[src/hw/mcr_defines.svh]
/*
  Register offsets, field positions, reset values and timing counts of the
  extended-resolution and pin/tach configuration register pair.
  Assumes a 125 MHz reference clock and an 8-bit register port from the
  serial management front end.
*/
`ifndef MCR_DEFINES_SVH
`define MCR_DEFINES_SVH

`define MCR_ADDR_EXT_LSBS      8'h77
`define MCR_ADDR_CFG3          8'h78
`define MCR_EXT_RESET          8'h00
`define MCR_CFG3_RESET         8'h00
`define MCR_RDATA_UNMAPPED     8'h00

`define MCR_EXT_V12_LSB        0
`define MCR_EXT_REM1_LSB       2
`define MCR_EXT_ONCHIP_LSB     4
`define MCR_EXT_REM2_LSB       6

`define MCR_CFG3_ALERT_BIT     0
`define MCR_CFG3_THERMAL_BIT   1
`define MCR_CFG3_MAX_COOLING_ON_THERMAL_BIT     2
`define MCR_CFG3_FAST_BIT      3
`define MCR_CFG3_CONT_LSB      4

`define MCR_CLK_KHZ            125000
`define MCR_TACH_SLOW_MS       1000
`define MCR_TACH_FAST_MS       250
`define MCR_TACH_SLOW_CYC      (`MCR_TACH_SLOW_MS * `MCR_CLK_KHZ)
`define MCR_TACH_FAST_CYC      (`MCR_TACH_FAST_MS * `MCR_CLK_KHZ)

`endif

[src/hw/mcr_pkg.sv]
/*
  Types shared by the register pair and its users.
  Assumes nothing beyond a SystemVerilog compiler.
*/
package mcr_pkg;

  // Role of the shared multi-function pin, as coded by the pin-function field
  typedef enum logic [1:0] {
    MCR_PIN_FAN_SPEED_FOUR = 2'h0,
    MCR_PIN_THERMAL        = 2'h1,
    MCR_PIN_SMBALERT       = 2'h2,
    MCR_PIN_GENERAL_IO_SIX = 2'h3
  } mcr_pin_fn_t;

endpackage

[src/hw/mcr_regs.sv]
/*
  Extended-resolution LSB register and pin/tach configuration register
  three, with the pin routing, max_cooling_on_thermal, tach rate and freeze behaviour they steer.
  Assumes a register port from the serial management front end on ref_clk,
  measurement results and high-byte read strobes from the monitor core on
  ref_clk, and active-low thermal pins arriving asynchronously.
*/
// Notes on behaviour
// - Bits 1:0 of the LSB register read the low two bits of the 12 V reading.
// - Bits 3:2 read the low two bits of the first remote temperature reading.
// - Bits 5:4 read the low two bits of the on-chip temperature reading.
// - Bits 7:6 read the low two bits of the second remote temperature reading.
// - Reading the LSB register freezes it and each high byte until that high byte is read.
// - Config bit 0 set makes the shared pin an SMBALERT output, clear makes it fan drive two.
// - Config bit 1 enables the thermal signal on pin 22 unless the pin-function field selects thermal; the pin-function field routes the shared pin.
// - An asserted thermal signal may be set up to start a timer on its duration.
// - With max_cooling_on_thermal set and the thermal signal an input, its assertion runs all fans at maximum.
// - Fast set takes tach readings every 250 ms instead of once per second.
// - Bits 4 to 7 enable continuous tach measurement on channels one to four.
// - A channel with continuous measurement gets no pulse stretching.
// - Config register three is read-only while the lock bit is set.
`include "mcr_defines.svh"

module mcr_regs #(
  parameter int unsigned TACH_SLOW_CYC = `MCR_TACH_SLOW_CYC,
  parameter int unsigned TACH_FAST_CYC = `MCR_TACH_FAST_CYC
) (
  // Clock, reset, enable
  input  wire logic               ref_clk,
  input  wire logic               rstn,
  input  wire logic               ce,
  // Register port
  input  wire logic [7:0]         reg_addr,
  input  wire logic               reg_wr,
  input  wire logic [7:0]         reg_wdata,
  input  wire logic               reg_rd,
  output logic      [7:0]         reg_rdata,
  // Settings held elsewhere
  input  wire logic               cfg_lock,
  input  wire logic [1:0]         shared_pin_function,
  input  wire logic               thermal_is_input,
  input  wire logic               thermal_timer_en,
  // Measurements
  input  wire logic               meas_valid,
  input  wire logic [9:0]         v12_meas,
  input  wire logic [9:0]         remote_one_meas,
  input  wire logic [9:0]         onchip_meas,
  input  wire logic [9:0]         remote_two_meas,
  input  wire logic [3:0]         high_byte_rd,
  output logic      [3:0]         high_byte_freeze,
  // Thermal pins, active low
  input  wire logic               pin22_n,
  input  wire logic               pin14_n,
  output logic                    pin22_thermal_mode,
  output mcr_pkg::mcr_pin_fn_t    pin14_role,
  output logic                    thermal_asserted,
  output logic                    thermal_timer_start,
  // Shared alert / fan drive two pin
  input  wire logic               smbalert_req,
  input  wire logic               fan_drive_two_output,
  output logic                    pin10_o,
  output logic                    pin10_oe,
  // Fan control
  output logic                    max_cooling_on_thermal,
  output logic                    tach_measure,
  output logic      [3:0]         continuous_tach,
  output logic      [3:0]         pulse_stretch_en
);

  // Register state
  logic [7:0] ext_r,    ext_nxt;
  logic [7:0] cfg3_r,   cfg3_nxt;
  logic [3:0] frz_r,    frz_nxt;
  logic [7:0] rdata_r,  rdata_nxt;
  logic       rd_ext;
  logic       wr_cfg3;
  logic [7:0] fresh;

  assign rd_ext  = reg_rd && reg_addr == `MCR_ADDR_EXT_LSBS;
  assign wr_cfg3 = reg_wr && reg_addr == `MCR_ADDR_CFG3;
  assign fresh   = {remote_two_meas[1:0], onchip_meas[1:0],
                    remote_one_meas[1:0], v12_meas[1:0]};

  always_comb begin
    ext_nxt   = ext_r;
    cfg3_nxt  = cfg3_r;
    frz_nxt   = frz_r;
    rdata_nxt = rdata_r;
    if (ce) begin
      // Only channels without a freeze take new low bits
      for (int i = 0; i < 4; i++) begin
        if (meas_valid && !frz_r[i]) begin
          ext_nxt[2*i +: 2] = fresh[2*i +: 2];
        end
      end
      // Reading the LSBs freezes all; a high-byte read releases its channel
      for (int i = 0; i < 4; i++) begin
        if (rd_ext) begin
          frz_nxt[i] = 1'b1;
        end else if (high_byte_rd[i]) begin
          frz_nxt[i] = 1'b0;
        end
      end
      // Writes to the LSB register fall through untouched
      if (wr_cfg3 && !cfg_lock) begin
        cfg3_nxt = reg_wdata;
      end
      if (reg_rd) begin
        case (reg_addr)
          `MCR_ADDR_EXT_LSBS: rdata_nxt = ext_r;
          `MCR_ADDR_CFG3:     rdata_nxt = cfg3_r;
          default:            rdata_nxt = `MCR_RDATA_UNMAPPED;
        endcase
      end
    end
  end

  always_ff @(posedge ref_clk or negedge rstn) begin
    if (!rstn) begin
      ext_r   <= `MCR_EXT_RESET;
      cfg3_r  <= `MCR_CFG3_RESET;
      frz_r   <= 4'h0;
      rdata_r <= 8'h00;
    end else begin
      ext_r   <= ext_nxt;
      cfg3_r  <= cfg3_nxt;
      frz_r   <= frz_nxt;
      rdata_r <= rdata_nxt;
    end
  end

  assign reg_rdata        = rdata_r;
  assign high_byte_freeze = frz_r;

  // Pin synchronisers: stage one feeds stage two only
  logic [1:0] pin_s1_r, pin_s1_nxt;
  logic [1:0] pin_s2_r, pin_s2_nxt;

  always_comb begin
    pin_s1_nxt = pin_s1_r;
    pin_s2_nxt = pin_s2_r;
    if (ce) begin
      pin_s1_nxt = {pin14_n, pin22_n};
      pin_s2_nxt = pin_s1_r;
    end
  end

  always_ff @(posedge ref_clk or negedge rstn) begin
    if (!rstn) begin
      pin_s1_r <= 2'h3;
      pin_s2_r <= 2'h3;
    end else begin
      pin_s1_r <= pin_s1_nxt;
      pin_s2_r <= pin_s2_nxt;
    end
  end

  // Pin routing and thermal sensing
  logic thermal_en;
  logic p22_thermal;
  logic p14_thermal;
  logic thermal_now;

  assign thermal_en  = cfg3_r[`MCR_CFG3_THERMAL_BIT];
  assign p14_thermal = shared_pin_function == mcr_pkg::MCR_PIN_THERMAL;
  assign p22_thermal = thermal_en && !p14_thermal;
  assign thermal_now = (p22_thermal && !pin_s2_r[0]) || (p14_thermal && !pin_s2_r[1]);

  // Registered outputs
  logic       thermal_signal_r,  thermal_signal_nxt;
  logic       tstart_r, tstart_nxt;
  logic       max_cooling_on_thermal_r,  max_cooling_on_thermal_nxt;
  logic       p10o_r,   p10o_nxt;
  logic       p10oe_r,  p10oe_nxt;
  logic       p22m_r,   p22m_nxt;
  logic [1:0] p14_r,    p14_nxt;
  logic [3:0] cont_r,   cont_nxt;
  logic [3:0] strch_r,  strch_nxt;

  always_comb begin
    thermal_signal_nxt  = thermal_signal_r;
    tstart_nxt = tstart_r;
    max_cooling_on_thermal_nxt  = max_cooling_on_thermal_r;
    p10o_nxt   = p10o_r;
    p10oe_nxt  = p10oe_r;
    p22m_nxt   = p22m_r;
    p14_nxt    = p14_r;
    cont_nxt   = cont_r;
    strch_nxt  = strch_r;
    if (ce) begin
      thermal_signal_nxt  = thermal_now;
      tstart_nxt = thermal_now && !thermal_signal_r && thermal_timer_en;
      max_cooling_on_thermal_nxt  = thermal_now && thermal_is_input
                   && cfg3_r[`MCR_CFG3_MAX_COOLING_ON_THERMAL_BIT];
      p22m_nxt   = p22_thermal;
      p14_nxt    = shared_pin_function;
      if (cfg3_r[`MCR_CFG3_ALERT_BIT]) begin
        // Open-drain alert: pull low only while an alert is pending
        p10o_nxt  = 1'b0;
        p10oe_nxt = smbalert_req;
      end else begin
        p10o_nxt  = fan_drive_two_output;
        p10oe_nxt = 1'b1;
      end
      cont_nxt  = cfg3_r[`MCR_CFG3_CONT_LSB +: 4];
      // Every channel, one to four, relies on dc drive while continuous
      strch_nxt = ~cfg3_r[`MCR_CFG3_CONT_LSB +: 4];
    end
  end

  always_ff @(posedge ref_clk or negedge rstn) begin
    if (!rstn) begin
      thermal_signal_r  <= 1'b0;
      tstart_r <= 1'b0;
      max_cooling_on_thermal_r  <= 1'b0;
      p10o_r   <= 1'b0;
      p10oe_r  <= 1'b0;
      p22m_r   <= 1'b0;
      p14_r    <= 2'h0;
      cont_r   <= 4'h0;
      strch_r  <= 4'hF;
    end else begin
      thermal_signal_r  <= thermal_signal_nxt;
      tstart_r <= tstart_nxt;
      max_cooling_on_thermal_r  <= max_cooling_on_thermal_nxt;
      p10o_r   <= p10o_nxt;
      p10oe_r  <= p10oe_nxt;
      p22m_r   <= p22m_nxt;
      p14_r    <= p14_nxt;
      cont_r   <= cont_nxt;
      strch_r  <= strch_nxt;
    end
  end

  assign thermal_asserted       = thermal_signal_r;
  assign thermal_timer_start    = tstart_r;
  assign max_cooling_on_thermal = max_cooling_on_thermal_r;
  assign pin10_o                = p10o_r;
  assign pin10_oe               = p10oe_r;
  assign pin22_thermal_mode     = p22m_r;
  assign pin14_role             = mcr_pkg::mcr_pin_fn_t'(p14_r);
  assign continuous_tach        = cont_r;
  assign pulse_stretch_en       = strch_r;

  mcr_tach_tick #(
    .SLOW_CYC (TACH_SLOW_CYC),
    .FAST_CYC (TACH_FAST_CYC)
  ) u_tick (
    .ref_clk (ref_clk),
    .rstn    (rstn),
    .ce      (ce),
    .fast    (cfg3_r[`MCR_CFG3_FAST_BIT]),
    .tick    (tach_measure)
  );
endmodule // mcr_regs

[src/hw/mcr_tach_tick.sv]
/*
  Tach measurement scheduler: one pulse per slow period, or per fast
  period while fast is high.
  Assumes ce freezes the count; fast comes from logic on the same clock.
*/
`include "mcr_defines.svh"

module mcr_tach_tick #(
  parameter int unsigned SLOW_CYC = `MCR_TACH_SLOW_CYC,
  parameter int unsigned FAST_CYC = `MCR_TACH_FAST_CYC
) (
  // Clock and reset
  input  wire logic ref_clk,
  input  wire logic rstn,
  input  wire logic ce,
  // Control and event
  input  wire logic fast,
  output logic      tick
);

  localparam int unsigned CW = $clog2(SLOW_CYC + 1);

  generate
    if (FAST_CYC < 1 || FAST_CYC > SLOW_CYC) begin : g_bad_period
      $error("mcr_tach_tick: need 1 <= FAST_CYC <= SLOW_CYC");
    end
  endgenerate

  logic [CW-1:0] cnt_r;
  logic [CW-1:0] cnt_nxt;
  logic [CW-1:0] term;
  logic          tick_r;
  logic          tick_nxt;

  always_comb begin
    term     = fast ? CW'(FAST_CYC - 1) : CW'(SLOW_CYC - 1);
    cnt_nxt  = cnt_r;
    tick_nxt = tick_r;
    if (ce) begin
      // A switch to the fast rate past its end fires at once
      if (cnt_r >= term) begin
        cnt_nxt  = '0;
        tick_nxt = 1'b1;
      end else begin
        cnt_nxt  = cnt_r + CW'(1);
        tick_nxt = 1'b0;
      end
    end
  end

  always_ff @(posedge ref_clk or negedge rstn) begin
    if (!rstn) begin
      cnt_r  <= '0;
      tick_r <= 1'b0;
    end else begin
      cnt_r  <= cnt_nxt;
      tick_r <= tick_nxt;
    end
  end

  assign tick = tick_r;
endmodule // mcr_tach_tick

[config.mk]
export PLATFORM = sky130hd
export DESIGN_NAME = mcr_regs
export DESIGN_NICKNAME = d
export VERILOG_FILES = /design/src/hw/mcr_pkg.sv /design/src/hw/mcr_regs.sv /design/src/hw/mcr_tach_tick.sv
export VERILOG_INCLUDE_DIRS = /design/src /design/src/hw
export SDC_FILE = /design/constraint.sdc
export NUM_CORES = 1
export LEC_CHECK = 0
export BUFFER_PORTS_ARGS = -buffer_cell sky130_fd_sc_hd__buf_4
export CORE_ASPECT_RATIO = 0.8
export CORE_MARGIN = 10
export CORE_UTILIZATION = 56
export CTS_CLUSTER_SIZE = 16
export DETAILED_ROUTE_END_ITERATION = 8
export PLACE_DENSITY = 0.85
export RECOVER_POWER = 100
export SLEW_MARGIN = 20
export SYNTH_ARGS = -nofsm -noshare
export SYNTH_HDL_FRONTEND = slang
export SYNTH_SLANG_ARGS = --single-unit
export TNS_END_PERCENT = 20
[constraint.sdc]
create_clock -name ref_clk -period 4.8 [get_ports ref_clk]
set_clock_uncertainty 0.2 [all_clocks]
set_input_delay 0.48 -clock ref_clk [delete_from_list [all_inputs] [get_ports ref_clk]]
set_output_delay 0.48 -clock ref_clk [all_outputs]
set_load 0.005 [all_outputs]
==> qor.yml <==
grt:
  track_usage_pct: 17.9
  grt_pass1_wl_mm: 15.1
  antenna_found_initial: 0
  grt_pass1_vias: 3050
  grt_max_degree: 77
  overflow: 0
die:
  fp.coreArea_um2: 6380
  num_rows: 26
  die_w_um: 111
  boundaryPins: 104
  fp.dieH_um: 92.4
  initial_core_util_pct: 57.6
  dieArea_um2: 10200
synthesis:
  yosysUniqueCellTypes: 39
  synth-main-ff-cell: "dfrtp_1"
  syn_inst: 343
  yosysMostFrequentCell: "dfrtp_1"
  syn_nets: 435
  synth_edf_count: 0
  synth-seq-cells: 76
  synthTopCellsByCount: "dfrtp_1, nand2_1, nor2_1, mux2_2, ha_1"
  synthArstFlopShare_pct: 100
  netlist.area_leader.share_pct: 46.4
  syn_area_per_cell_um2: 10.7
  yosysTopAreaCell: "dfrtp_1"
  ys_top_cells_by_area: "dfrtp_1, mux2_2, ha_1"
  yosysSeqAreaShare_pct: 52.1
  syn_area_um2: 3670
  yosysWarningCount: 0
final_layout:
  n_antenna_cell: 0
  areaGrowthSynthToFinish_pct: 21.7
  stdcell_count: 505
  utilization_pct: 70.1
  final_nets: 508
  drive_above_1_share_pct: 25.9
  fillers: 484
sta:
  final-setup-viol-count: 0
  setup-tns-final_ns: 0
  min_period_over_period_pct: 78.8
  worstMarginPinSlew_ns: 1.86
  slew_headroom_pct: -23.7
  fmax_ghz: 0.264
  slew_violations: 112
  period_needed_ns: 3.78
  finalHoldViolCount: 0
  rsz0062_at_grt: "no"
drt:
  vias: 2884
  drcViolationCount: 0
  drt-total-wl_mm: 9.14
  drt_iter0_drc: 153
  wl_per_cell_um: 18.1
  via_per_inst: 5.71
  final_antenna_net_count: 0
  dr.pass1.iters: 5
worst_hold_path:
  hold_end: "cfg3_r[3]"
  worstHoldStart: "reg_wdata[3]"
  hold_class: "in2reg"
  hold_depth: 3
power_and_ir_drop:
  power.internal_w: 0.00117
  power.share.switching_pct: 23.9
  switchingPower_w: 0.000367
  seq_power_share_pct: 47.6
  p_leak_nw: 2.14
  p_per_area_nw_per_um2: 344
  vdd_drop_max_mv: 0.209
  clockPowerShare_pct: 41.7
  comb_power_share_pct: 10.7
critical_path:
  rrSetupSlack_ns: 1.02
  worstPathMaxFanout: 23
  timing.rr.end: "u_tick.cnt_r[21]"
  worstPathRequired_ns: 4.80
  r2r_cells: 8
  r2r-start: "cfg3_r[3]"
  critPathCaptureType: "register"
  startpoint_type: "register"
  cp.arrival_ns: 3.78
  crit_type: "reg2reg"
clock_tree:
  cts_tree: "built"
  postCtsSetupBuffers: 0
  htreeDepth: 3
  holdBufCountCts: 0
  cts.sinks: 76
  clockBufferDepth: 2
  clk_latency_ns: 0.35
  cts_made_buffers: 9
  cts-root-buf: "clkbuf_8"
  path_clk_slew_ns: 0.08
  cts_resized: 0
placed_design:
  dp_hpwl_mm: 6.54
  portBuffers: 71
  gp_congestion: 0.826
  dpl.cell_count: 489
run_status:
  status: "finished, violations left"
  violations: "max-capacitance violations, max-slew violations"
job:
  maxCapViolCount: 2
how the worst max path moves through the flow:
stage	from	end
6_report	cfg3_r[3]	u_tick.cnt_r[21]
4_1_cts	cfg3_r[3]	u_tick.cnt_r[21]
3_5_place_dp	cfg3_r[3]	u_tick.cnt_r[12]
3_3_place_gp	cfg3_r[3]	u_tick.cnt_r[20]
5_1_grt	cfg3_r[3]	u_tick.cnt_r[18]
2_1_floorplan	cfg3_r[3]	u_tick.cnt_r[17]
through the flow:
step	setup WS, ns	cell area, um^2	total power (W)	hold slack, ns
floorplan	2.36	3670	0.000823	-0.0156
global placement	1.52	4260	0.000892	0.272
detailed placement	1.32	4260	0.000910	0.281
CTS	1.31	4530	0.00155	0.0973
global route	0.748	4470	0.00160	0.126
finish	1.02	4470	0.00154	0.133
power groups by stage:
stage	clock [W]	combinational [W]	sequential, W
2_1_floorplan	0	0.0000953	0.000728
5_1_grt	0.000676	0.000185	0.000736
3_3_place_gp	0	0.000156	0.000736
4_1_cts	0.000649	0.000171	0.000730
6_report	0.000641	0.000164	0.000731
3_5_place_dp	0	0.000169	0.000741
kinds of logic (layout without fill, tap and decap cells):
family,Yosys count,in the layout,share of synthesized area (%)
compound gates,52,52,9.51
xor+xnor,22,22,5.25
fa+ha+maj,17,17,5.79
buf+inv,17,95,2.22
flops,76,76,52.1
mux,25,25,7.67
simple gates,134,134,17.5
routing by layer:
layer / global-route usage [%] / vias to the layer above / share of wire (%)
li1: - / 1352 / -
met1: 20.5 / 1420 / 41
met2: 31.0 / 97 / 51
met3: 6.06 / 15 / 6.5
met4: 5.95 / 0 / 1.9
met5: 0 / - / 0
registers in the layout, summed over array words and instances, names as in the netlist:
| signal | flops |
|---|---|
| u_tick.tick | 1 |
| high_byte_freeze | 4 |
| thermal_timer_start | 1 |
| reg_rdata | 8 |
| pin22_thermal_mode | 1 |
| u_tick.cnt_r | 27 |
| continuous_tach | 4 |
| ext_r | 8 |
| thermal_asserted | 1 |
| pulse_stretch_en | 4 |
| pin10_oe | 1 |
| pin10_o | 1 |
| max_cooling_on_thermal | 1 |
| cfg3_r | 8 |
| pin_s2_r | 2 |
| pin_s1_r | 2 |
| pin14_role | 2 |
cell type report:
type / count / area, um^2 / share of cell area, %
multi-input cells: 250 / 1660 / 37.2
repair buffers: 72 / 497 / 11.1
inverters: 7 / 26.3 / 0.588
well taps: 84 / 105 / 2.35
clock inverters: 6 / 138 / 3.08
clock buffers: 10 / 128 / 2.86
flip-flops and latches: 76 / 1910 / 42.8
worst max-delay path, stage by stage, from the launching register on:
cell and delay [ns]:
dfrtp_1 0.64, inv_1 0.30, ha_1 0.36, nand3_1 0.10, nor3_1 0.27, o2111ai_1 0.16, o211ai_1 0.64, and2_1 0.84
nor2_1 0.12
layout by cell type, fill, tap and decap left out, types with 2 or more instances in the layout:
| cell | count |
|---|---|
| dfrtp_1 | 68 |
| nand2_1 | 48 |
| buf_4 | 42 |
| nor2_1 | 40 |
| mux2_2 | 23 |
| clkbuf_4 | 18 |
| ha_1 | 17 |
| o21ai_0 | 16 |
| xnor2_1 | 14 |
| nand3_1 | 13 |
| clkbuf_1 | 12 |
| nor3_1 | 9 |
| clkbuf_8 | 9 |
| xor2_1 | 8 |
| a22oi_1 | 8 |
| inv_1 | 7 |
| a21oi_1 | 7 |
| o2bb2ai_1 | 6 |
| dfstp_2 | 6 |
| nand4_1 | 5 |
| a21o_1 | 5 |
| and3_1 | 4 |
| bufinv_16 | 4 |
| and4_1 | 3 |
| nand2b_1 | 3 |
| a211oi_1 | 2 |
| o21a_1 | 2 |
| nand3b_1 | 2 |
| nand4b_1 | 2 |
| mux2_1 | 2 |
| clkinv_4 | 2 |
| dfstp_1 | 2 |
(Power assumes the default switching activity.)
